--- src/rtl/mpc_pkg.sv ---
// Purpose : Shared constants of the monitor pin control block.
// Assumes : 40 MHz core clock.
// Notes   : Bit positions refer to the bit vectors presented on the ports.
package mpc_pkg;

    // ==========================================================
    // Clock and timing
    localparam int unsigned CLK_HZ        = 40000000;
    localparam int unsigned PULSE_MIN_MS  = 10;
    localparam int unsigned PULSE_CYCLES  = (CLK_HZ / 1000) * PULSE_MIN_MS;
    localparam int unsigned PULSE_CW      = 19;

    // ==========================================================
    // Configuration register bit positions
    localparam int unsigned CFG_ALERT_EN  = 1;
    localparam int unsigned CFG_RST_EN    = 4;
    localparam int unsigned CFG_ALT_MODE  = 5;

    // ==========================================================
    // Mask register one and fan divisor register bit positions
    localparam int unsigned MASK1_CHAIN   = 7;
    localparam int unsigned FDIV_RST_EN   = 7;
    localparam int unsigned FDIV_OS_SEL   = 6;

    // ==========================================================
    // Reset values
    localparam logic [7:0]  CFG_RESET     = 8'h00;
    localparam logic [7:0]  MASK1_RESET   = 8'h00;
    localparam logic [7:0]  FDIV_RESET    = 8'h00;

endpackage

--- src/rtl/mpc_pulse_timer.sv ---
// Purpose : Minimum-width pulse stretcher for open-drain low pulses.
// Assumes : Single clock; start is a one-cycle request.
// Notes   : Pulse lasts exactly CYCLES clock cycles; a start while busy restarts it.
`timescale 1ns/1ps
`default_nettype none
module mpc_pulse_timer
    import mpc_pkg::*;
#(
    parameter int unsigned CYCLES = PULSE_CYCLES
) (
    // Clock and reset
    input  wire logic clk,
    input  wire logic resetn,
    // Control
    input  wire logic start,
    output logic      active
);
    logic [PULSE_CW-1:0] cnt_ff;
    logic [PULSE_CW-1:0] nxt_cnt;

    // ==========================================================
    // Counter
    always_comb begin
        nxt_cnt = cnt_ff;
        if (start) begin
            nxt_cnt = PULSE_CW'(CYCLES);
        end else if (cnt_ff != '0) begin
            nxt_cnt = cnt_ff - PULSE_CW'(1);
        end
    end

    always_ff @(posedge clk or negedge resetn) begin
        if (!resetn) begin
            cnt_ff <= '0;
        end else begin
            cnt_ff <= nxt_cnt;
        end
    end

    assign active = (cnt_ff != '0);

    pulse_len_a: assert property (@(posedge clk) disable iff (!resetn)
        (start ##1 !start [*7]) |-> active)
        else $error("pulse ended too early");

endmodule
`default_nettype wire

--- src/rtl/mpc_top.sv ---
// Behaviour
// - Alert asserts when any monitored value exceeds its limit, if enabled.
// - Active-low chain input reaches alert via mask one bit 7 and config bit 1.
// - Alert driven only while config bit 1 is one; disabled after reset.
// - Config bit 5 picks open-source non-maskable or open-drain request style.
// - Enclosure line is active-high input; bit 5 pulls it low at least 10 ms.
// - Board heat input state is reported as an interrupt status bit.
// - Power switch output is active-low open-drain under software control.
// - System reset output is an active-low pulse of at least 10 ms.
// - Reset output usable only when config bit 4 and divisor bit 7 set.
// - Divisor bit 6 turns the shared pin into active-low overheat shutdown.
// - Low test-select input enters connectivity tree test mode.
// - During tree test mode the alert, enclosure, heat, power and reset outputs are held low.
// - Address low bit from low strap pin, top two bits from upper straps.
// - In tree test mode the low strap pin outputs the test result.
//
// Purpose : Pin-level control of a serial-bus hardware monitor.
// Assumes : Register contents arrive as plain ports from the register file.
// Notes   : Pins from outside pass two flip-flops; open-drain pins use oe high = drive.
`timescale 1ns/1ps
`default_nettype none
module mpc_top
    import mpc_pkg::*;
#(
    parameter int unsigned PULSE_LEN = PULSE_CYCLES
) (
    // Clock and reset
    input  wire logic       clk,
    input  wire logic       resetn,
    // Register contents
    input  wire logic [7:0] config_reg,
    input  wire logic [7:0] mask1_reg,
    input  wire logic [7:0] fan_div_reg,
    // Internal events
    input  wire logic       limit_exceeded,
    input  wire logic       overtemp_event,
    input  wire logic       reset_request,
    input  wire logic       enclosure_clear_req,
    input  wire logic       power_switch_on,
    input  wire logic       tree_result_in,
    // Alert pin and chain input
    input  wire logic       alert_chain_n,
    output logic            alert_out,
    output logic            alert_oe,
    // Enclosure line
    input  wire logic       enclosure_open_line_in,
    output logic            enclosure_open_line_out,
    output logic            enclosure_open_line_oe,
    output logic            enclosure_open,
    // Board heat
    input  wire logic       board_heat_alert,
    output logic            board_heat_status,
    // Power switch
    output logic            power_switch_drive_out,
    output logic            power_switch_drive_oe,
    // Reset or overheat shutdown pin
    output logic            reset_pin_out,
    output logic            reset_pin_oe,
    output logic            overheat_shutdown,
    // Test and address straps
    input  wire logic       tree_test_select_n,
    input  wire logic       bus_address_lsb_in,
    output logic            bus_address_lsb_out,
    output logic            bus_address_lsb_oe,
    input  wire logic [1:0] bus_address_upper,
    output logic [2:0]      bus_address,
    output logic            tree_test_mode,
    output logic            logic_resetn
);
    // ==========================================================
    // Input synchronisers
    localparam int unsigned NSYNC = 7;
    // Idle pin levels, so that no false intrusion or chain alert shows after reset
    localparam logic [NSYNC-1:0] SYNC_IDLE = 7'h7d;
    logic [NSYNC-1:0] raw_in;
    logic [NSYNC-1:0] s1_ff;
    logic [NSYNC-1:0] s2_ff;

    assign raw_in = {bus_address_upper, bus_address_lsb_in, tree_test_select_n,
                     board_heat_alert, enclosure_open_line_in, alert_chain_n};

    genvar gi;
    generate
        for (gi = 0; gi < NSYNC; gi++) begin : g_sync
            always_ff @(posedge clk or negedge resetn) begin
                if (!resetn) begin
                    s1_ff[gi] <= SYNC_IDLE[gi];
                    s2_ff[gi] <= SYNC_IDLE[gi];
                end else begin
                    s1_ff[gi] <= raw_in[gi];
                    s2_ff[gi] <= s1_ff[gi];
                end
            end
        end
    endgenerate

    logic chain_n_s;
    logic encl_s;
    logic heat_s;
    logic test_n_s;
    logic lsb_s;
    logic [1:0] upper_s;
    assign chain_n_s = s2_ff[0];
    assign encl_s    = s2_ff[1];
    assign heat_s    = s2_ff[2];
    assign test_n_s  = s2_ff[3];
    assign lsb_s     = s2_ff[4];
    assign upper_s   = s2_ff[6:5];

    // ==========================================================
    // Tree test mode and internal reset
    logic test_ff;
    logic nxt_test;
    logic run;

    always_comb begin
        nxt_test = !test_n_s;
    end

    always_ff @(posedge clk or negedge resetn) begin
        if (!resetn) begin
            test_ff <= 1'b0;
        end else begin
            test_ff <= nxt_test;
        end
    end

    // Functional outputs are forced to reset values while testing; the pulse timers keep counting
    assign run = !test_ff;

    // ==========================================================
    // Pulse timers for enclosure clear and system reset
    logic encl_start;
    logic rst_start;
    logic encl_active;
    logic rst_active;
    logic rst_allowed;
    logic os_mode;

    assign rst_allowed = config_reg[CFG_RST_EN] && fan_div_reg[FDIV_RST_EN];
    assign os_mode     = fan_div_reg[FDIV_OS_SEL];
    // Clear only under bit 5 control
    assign encl_start  = run && enclosure_clear_req && config_reg[CFG_ALT_MODE];
    assign rst_start   = run && reset_request && rst_allowed && !os_mode;

    mpc_pulse_timer #(.CYCLES(PULSE_LEN)) u_encl_timer (
        .clk    (clk),
        .resetn (resetn),
        .start  (encl_start),
        .active (encl_active)
    );

    mpc_pulse_timer #(.CYCLES(PULSE_LEN)) u_rst_timer (
        .clk    (clk),
        .resetn (resetn),
        .start  (rst_start),
        .active (rst_active)
    );

    // ==========================================================
    // Output stage, all registered
    logic       nxt_alert_out;
    logic       nxt_alert_oe;
    logic       nxt_encl_oe;
    logic       nxt_encl;
    logic       nxt_heat;
    logic       nxt_psw_oe;
    logic       nxt_rst_oe;
    logic       nxt_os;
    logic       nxt_lsb_out;
    logic       nxt_lsb_oe;
    logic [2:0] nxt_addr;
    logic       nxt_strap_hold;
    logic       alert_cause;

    logic       alert_out_ff;
    logic       alert_oe_ff;
    logic       encl_oe_ff;
    logic       encl_ff;
    logic       heat_ff;
    logic       psw_oe_ff;
    logic       rst_oe_ff;
    logic       os_ff;
    logic       lsb_out_ff;
    logic       lsb_oe_ff;
    logic [2:0] addr_ff;
    logic       strap_hold_ff;
    logic       test_out_ff;

    always_comb begin
        alert_cause = limit_exceeded
                    || (mask1_reg[MASK1_CHAIN] && !chain_n_s);
        nxt_alert_out = 1'b0;
        nxt_alert_oe  = 1'b0;
        if (run && config_reg[CFG_ALERT_EN] && alert_cause) begin
            if (config_reg[CFG_ALT_MODE]) begin
                // Open-source: drive high while active
                nxt_alert_out = 1'b1;
                nxt_alert_oe  = 1'b1;
            end else begin
                // Open-drain: pull low while active
                nxt_alert_out = 1'b0;
                nxt_alert_oe  = 1'b1;
            end
        end
        nxt_encl_oe = run && encl_active;
        nxt_encl    = run && encl_s;
        nxt_heat    = run && !heat_s;
        nxt_psw_oe  = run && power_switch_on;
        nxt_os      = run && os_mode && overtemp_event;
        nxt_rst_oe  = run && (os_mode ? overtemp_event : rst_active);
        // Straps are frozen while the pin serves as the test output, and for
        // one cycle after, while the pin's own drive is still in the first synchroniser stage
        nxt_strap_hold = lsb_oe_ff;
        nxt_addr    = (test_ff || lsb_oe_ff || strap_hold_ff) ? addr_ff
                    : {upper_s, lsb_s};
        nxt_lsb_oe  = test_ff;
        nxt_lsb_out = test_ff && tree_result_in;
    end

    always_ff @(posedge clk or negedge resetn) begin
        if (!resetn) begin
            alert_out_ff <= 1'b0;
            alert_oe_ff  <= 1'b0;
            encl_oe_ff   <= 1'b0;
            encl_ff      <= 1'b0;
            heat_ff      <= 1'b0;
            psw_oe_ff    <= 1'b0;
            rst_oe_ff    <= 1'b0;
            os_ff        <= 1'b0;
            lsb_out_ff   <= 1'b0;
            lsb_oe_ff    <= 1'b0;
            addr_ff      <= 3'h0;
            strap_hold_ff <= 1'b0;
            test_out_ff  <= 1'b0;
        end else begin
            alert_out_ff <= nxt_alert_out;
            alert_oe_ff  <= nxt_alert_oe;
            encl_oe_ff   <= nxt_encl_oe;
            encl_ff      <= nxt_encl;
            heat_ff      <= nxt_heat;
            psw_oe_ff    <= nxt_psw_oe;
            rst_oe_ff    <= nxt_rst_oe;
            os_ff        <= nxt_os;
            lsb_out_ff   <= nxt_lsb_out;
            lsb_oe_ff    <= nxt_lsb_oe;
            addr_ff      <= nxt_addr;
            strap_hold_ff <= nxt_strap_hold;
            test_out_ff  <= test_ff;
        end
    end

    assign alert_out               = alert_out_ff;
    assign alert_oe                = alert_oe_ff;
    assign enclosure_open_line_out = 1'b0;
    assign enclosure_open_line_oe  = encl_oe_ff;
    assign enclosure_open          = encl_ff;
    assign board_heat_status       = heat_ff;
    assign power_switch_drive_out  = 1'b0;
    assign power_switch_drive_oe   = psw_oe_ff;
    assign reset_pin_out           = 1'b0;
    assign reset_pin_oe            = rst_oe_ff;
    assign overheat_shutdown       = os_ff;
    assign bus_address_lsb_out     = lsb_out_ff;
    assign bus_address_lsb_oe      = lsb_oe_ff;
    assign bus_address             = addr_ff;
    assign tree_test_mode          = test_out_ff;
    assign logic_resetn            = !test_out_ff;

    // ==========================================================
    // Checks
    alert_gate_a: assert property (@(posedge clk) disable iff (!resetn)
        !config_reg[CFG_ALERT_EN] |=> !alert_oe)
        else $error("alert driven while disabled");

    alert_limit_a: assert property (@(posedge clk) disable iff (!resetn)
        (run && config_reg[CFG_ALERT_EN] && limit_exceeded) |=> alert_oe)
        else $error("alert missing on limit");

    alert_style_a: assert property (@(posedge clk) disable iff (!resetn)
        alert_oe |-> (alert_out == $past(config_reg[CFG_ALT_MODE])))
        else $error("alert style wrong");

    chain_pass_a: assert property (@(posedge clk) disable iff (!resetn)
        (run && !chain_n_s && mask1_reg[MASK1_CHAIN] && config_reg[CFG_ALERT_EN])
        |=> alert_oe)
        else $error("chain input not passed");

    rst_enable_a: assert property (@(posedge clk) disable iff (!resetn)
        $rose(rst_active) |-> $past(rst_allowed))
        else $error("reset pulse without enable");

    rst_width_a: assert property (@(posedge clk) disable iff (!resetn)
        (rst_start && run && !os_mode) |=> ##1 reset_pin_oe [*4])
        else $error("reset pulse too short");

    test_hold_a: assert property (@(posedge clk) disable iff (!resetn)
        test_ff |=> (!alert_oe && !power_switch_drive_oe && lsb_oe_ff))
        else $error("logic active during tree test");

    test_entry_a: assert property (@(posedge clk) disable iff (!resetn)
        !test_n_s |=> ##1 bus_address_lsb_oe)
        else $error("tree test not entered");

    heat_report_a: assert property (@(posedge clk) disable iff (!resetn)
        (run && !heat_s) |=> board_heat_status)
        else $error("board heat not reported");

    encl_clear_a: assert property (@(posedge clk) disable iff (!resetn)
        encl_start |=> ##1 enclosure_open_line_oe)
        else $error("enclosure clear not driven");

endmodule
`default_nettype wire

--- config.mk ---
export PLATFORM = sky130hd
export DESIGN_NAME = mpc_top
export DESIGN_NICKNAME = d
export VERILOG_FILES = /design/src/rtl/mpc_pkg.sv /design/src/rtl/mpc_pulse_timer.sv /design/src/rtl/mpc_top.sv
export SDC_FILE = /design/constraint.sdc
export NUM_CORES = 1
export LEC_CHECK = 0
export ABC_AREA = 1
export BUFFER_PORTS_ARGS = -buffer_cell sky130_fd_sc_hd__buf_2
export CAP_MARGIN = 20
export CELL_PAD_IN_SITES_DETAIL_PLACEMENT = 1
export CELL_PAD_IN_SITES_GLOBAL_PLACEMENT = 1
export CORE_ASPECT_RATIO = 1.2
export CORE_UTILIZATION = 41
export CTS_CLUSTER_SIZE = 10
export DETAILED_ROUTE_END_ITERATION = 8
export HOLD_SLACK_MARGIN = 0.05
export PLACE_DENSITY_LB_ADDON = 0.1
export SLEW_MARGIN = 15
export SYNTH_ARGS = -nofsm -noshare
export SYNTH_HDL_FRONTEND = slang
export SYNTH_SLANG_ARGS = --single-unit
--- constraint.sdc ---
create_clock -name clk -period 1.7 [get_ports clk]
set_input_delay 0.085 -clock clk [delete_from_list [all_inputs] [get_ports clk]]
set_output_delay 0.085 -clock clk [all_outputs]
set_load 0.05 [all_outputs]
==> key figures <==
CTS
  • Clk pin slew, worst setup/hold paths: about 80 ps
  • Post-CTS Resized: 0
  • CTS Sinks: 67
  • CTS tree: done
  • TritonCTS Buffers: 9
  • Root Driver: clkbuf_8
  • H-tree Lvls: 3
  • Clk_lat worst skew: between 300 and 400 ps
  • Longest Clk Path Bufs: 2

Yosys
  • Mapped cell area: between 3000 and 4000 um2
  • Syn avg cell area: slightly above 8 um2
  • Post-synth top flop: dfrtp_1
  • Sequential cell area fraction in the yosys report: 0.525
  • Asr flop ratio synth: 1.00
  • EDFF count, synth: 0
  • Netlist cell types: 30
  • Total number of yosys warnings: 0
  • Synthesized flop and latch total: 67
  • Gate Count Post-Synth: 391

Die
  • Die X: 82.9 um
  • Initial Utilization: 0.420
  • DIE HEIGHT: 99.1 um
  • Core box area: 7660 um2
  • Row cnt: 35
  • Area of the die: roughly 8000 um2
  • # IOs: between 50 and 60

Final layout
  • Finished Layout Cells: about 560
  • N_diodes: 0
  • Register area: between 1500 and 2000 um2
  • Most common cell after layout, fill and taps aside: nand2_1
  • FILL cells: 948
  • Share of cells above drive strength 1: 0.233
  • Design area: between 3000 and 4000 um2
  • Most frequent cells in the layout: nand2_1, nor2_1, inv_1, dfrtp_1, buf_2
  • Layout area overhead: 22.5%
  • Multi-input gate area: ~1300 um2
  • Nets@finish: 500

Worst hold path
  • Hold Crit Class: in -> reg
  • Worst Hold Path Cells: 4

Critical path
  • CP max stage cell: dfrtp_1
  • Worst r2r dst: u_encl_timer.cnt_ff[17]
  • CP Buf/Inv Count: 1
  • Crit-path cells: inv_1 > ha_1 > nand2_2 > nor2_4 > nand3_2 > nand3_1 > nand3_1
  • Critical Path Start: u_encl_timer.cnt_ff[0]
  • Worst path depth: 7
  • CP max stage delay: between 300 and 400 ps
  • Worst Reg-to-Reg Cells: 7
  • Largest delay share family, worst path: simple AND/OR/NAND/NOR gates
  • FF-to-FF setup slack: approximately 110 ps
  • RR Startpoint: u_encl_timer.cnt_ff[0]
  • Kind of end point of the critical path: register
  • Cell mode on critical path: nand3_1
  • Setup crit end: u_encl_timer.cnt_ff[17]
  • Crit start category: register
  • Critical Setup Path Class: reg -> reg
  • CP arrival: between 1500 and 2000 ps
  • Crit-path max FO: 11
  • WP data required: about 1900 ps

STA
  • Fin. Hold Viols: 0
  • Max-slew violations: 0
  • Sum of negative setup slack: 0 ps
  • Tcrit/Tclk final: 0.933
  • Unrepaired setup endpoints after global routing: no
  • Fmax achieved: 630 MHz
  • PnR worst setup slack: ~110 ps
  • Hold Slack: just under 100 ps
  • Layout Skew: 10.4 ps
  • Final min period: ~1600 ps
  • Setup violators final: 0

Placement
  • PortBufs: 35
  • DP Cell Count: roughly 520
  • Place WS: slightly above 90 ps
  • Placed Area: 3550 um2
  • Gpl congestion: slightly above 0.8
  • Final HPWL DP: ~5.8 mm

Global routing
  • Total GRT Usage: 0.218
  • Gr ovfl total: 0
  • Vias in the first global route: roughly 2,900
  • First-pass GRT wire length: approximately 14 mm
  • Largest net degree at the start of global routing: 68
  • Initial antenna violation count: 0

Flow run
  • Max Cap Viol: 0

Run status
  • Outcome: complete, no violations

Detailed routing
  • DRC viols: 0
  • Post-route ant nets: 0
  • Initial DRC Count: between 70 and 80
  • First-pass detailed-route iteration total: 5
  • Post-Route WL: 8.17 mm
  • Wirelength per Cell: approximately 15 um
  • Via count: 2,718
  • Vias per inst: around 5

Power
  • Worst vdd ir: 706 uV
  • Pwr Density: 1260 nW/um2
  • Pleak: between 2 and 2.5 nW
-- flip-flops by register name, indices dropped and copies added (netlist names), 2 cells and up --
register,flops
u_rst_timer.cnt_ff,19
u_encl_timer.cnt_ff,19
s2_ff,2
s1_ff,7
bus_address,3
-- layout make-up --
class | count | share of cell area
clock inverters | 5 | 0.0216
repair buffers | 64 | 0.112
well taps | 92 | 0.0292
flip-flops and latches | 67 | 0.429
inverters | 57 | 0.0542
multi-input cells | 260 | 0.318
clock buffers | 11 | 0.0358
-- worst min-delay path by stage --
stage | startpoint | end | slack [ps]
floorplan | resetn | alert_oe | -210
global placement | resetn | bus_address[1] | 130
detailed placement | resetn | bus_address[1] | 130
CTS | fan_div_reg[6] | reset_pin_oe | 70
global route | fan_div_reg[6] | reset_pin_oe | 90
finish | fan_div_reg[6] | reset_pin_oe | 100
-- repair_timing --
item / in CTS / in global routing
endpoints found under the setup margin: 0 / 7
buffers inserted: 0 / 3
hold buffers: 15 / 0
hold endpoints to repair: 80 / 0
-- cells in the mapped netlist (all sizes together), types with 2 or more instances --
library cell  count  area, um2
a21oi             6       30.0
buf               9       67.6
dfrtp            55       1380
dfstp            12        315
ha                2       25.0
inv              57        214
mux2              3       33.8
nand2            92        353
nand3            34        193
nand4            17        119
nor2             77        332
nor3              2       10.0
o21ai             8       40.0
o21bai            3       22.5
or2               8       50.1
xor2              2       17.5
-- cell families (layout without fill, tap and decap cells) --
logic type,count (synthesis),in the layout,synth area share
and+or+nand+nor,233,233,0.334
xor gates and xnor gates,2,2,0.00544
other,1,3,0.00116
adders and majority gates,2,2,0.00777
AOI/OAI and AO/OA,17,17,0.0287
DFF,67,67,0.525
buffers and inverters,66,137,0.0874
muxes,3,3,0.0105
-- power breakdown --
part | switching, mW | internal [mW] | leakage (nW) | total, mW
registers | 0.257 | 1.87 | 0.781 | 2.12
logic | 0.793 | 0.493 | 1.13 | 1.29
clock network | 0.681 | 0.875 | 0.110 | 1.56
total | 1.73 | 3.23 | 2.02 | 4.96
-- per-layer routing --
layer  GRT usage  vias to the layer above  part of all wire
met3      0.0357                       14             0.016
met4      0.0995                        0             0.020
met5           0                        -                 0
met2       0.424                       20              0.57
li1            -                     1348                 -
met1       0.229                     1336              0.39
-- per-stage QoR --
step	util	total power, mW
2_1_floorplan	-	2.98
3_3_place_gp	0.463	3.33
3_5_place_dp	0.463	3.41
4_1_cts	0.512	5.01
5_1_grt	0.515	5.27
6_report	0.515	4.96
-- worst register-to-register path: stages (launching register included) --
cell     delay (ps)
dfrtp_1         390
inv_1            80
ha_1            200
nand2_2          90
nor2_4          200
nand3_2         270
nand3_1         170
nand3_1          70
Note: power is estimated with default switching activity, not from simulation.
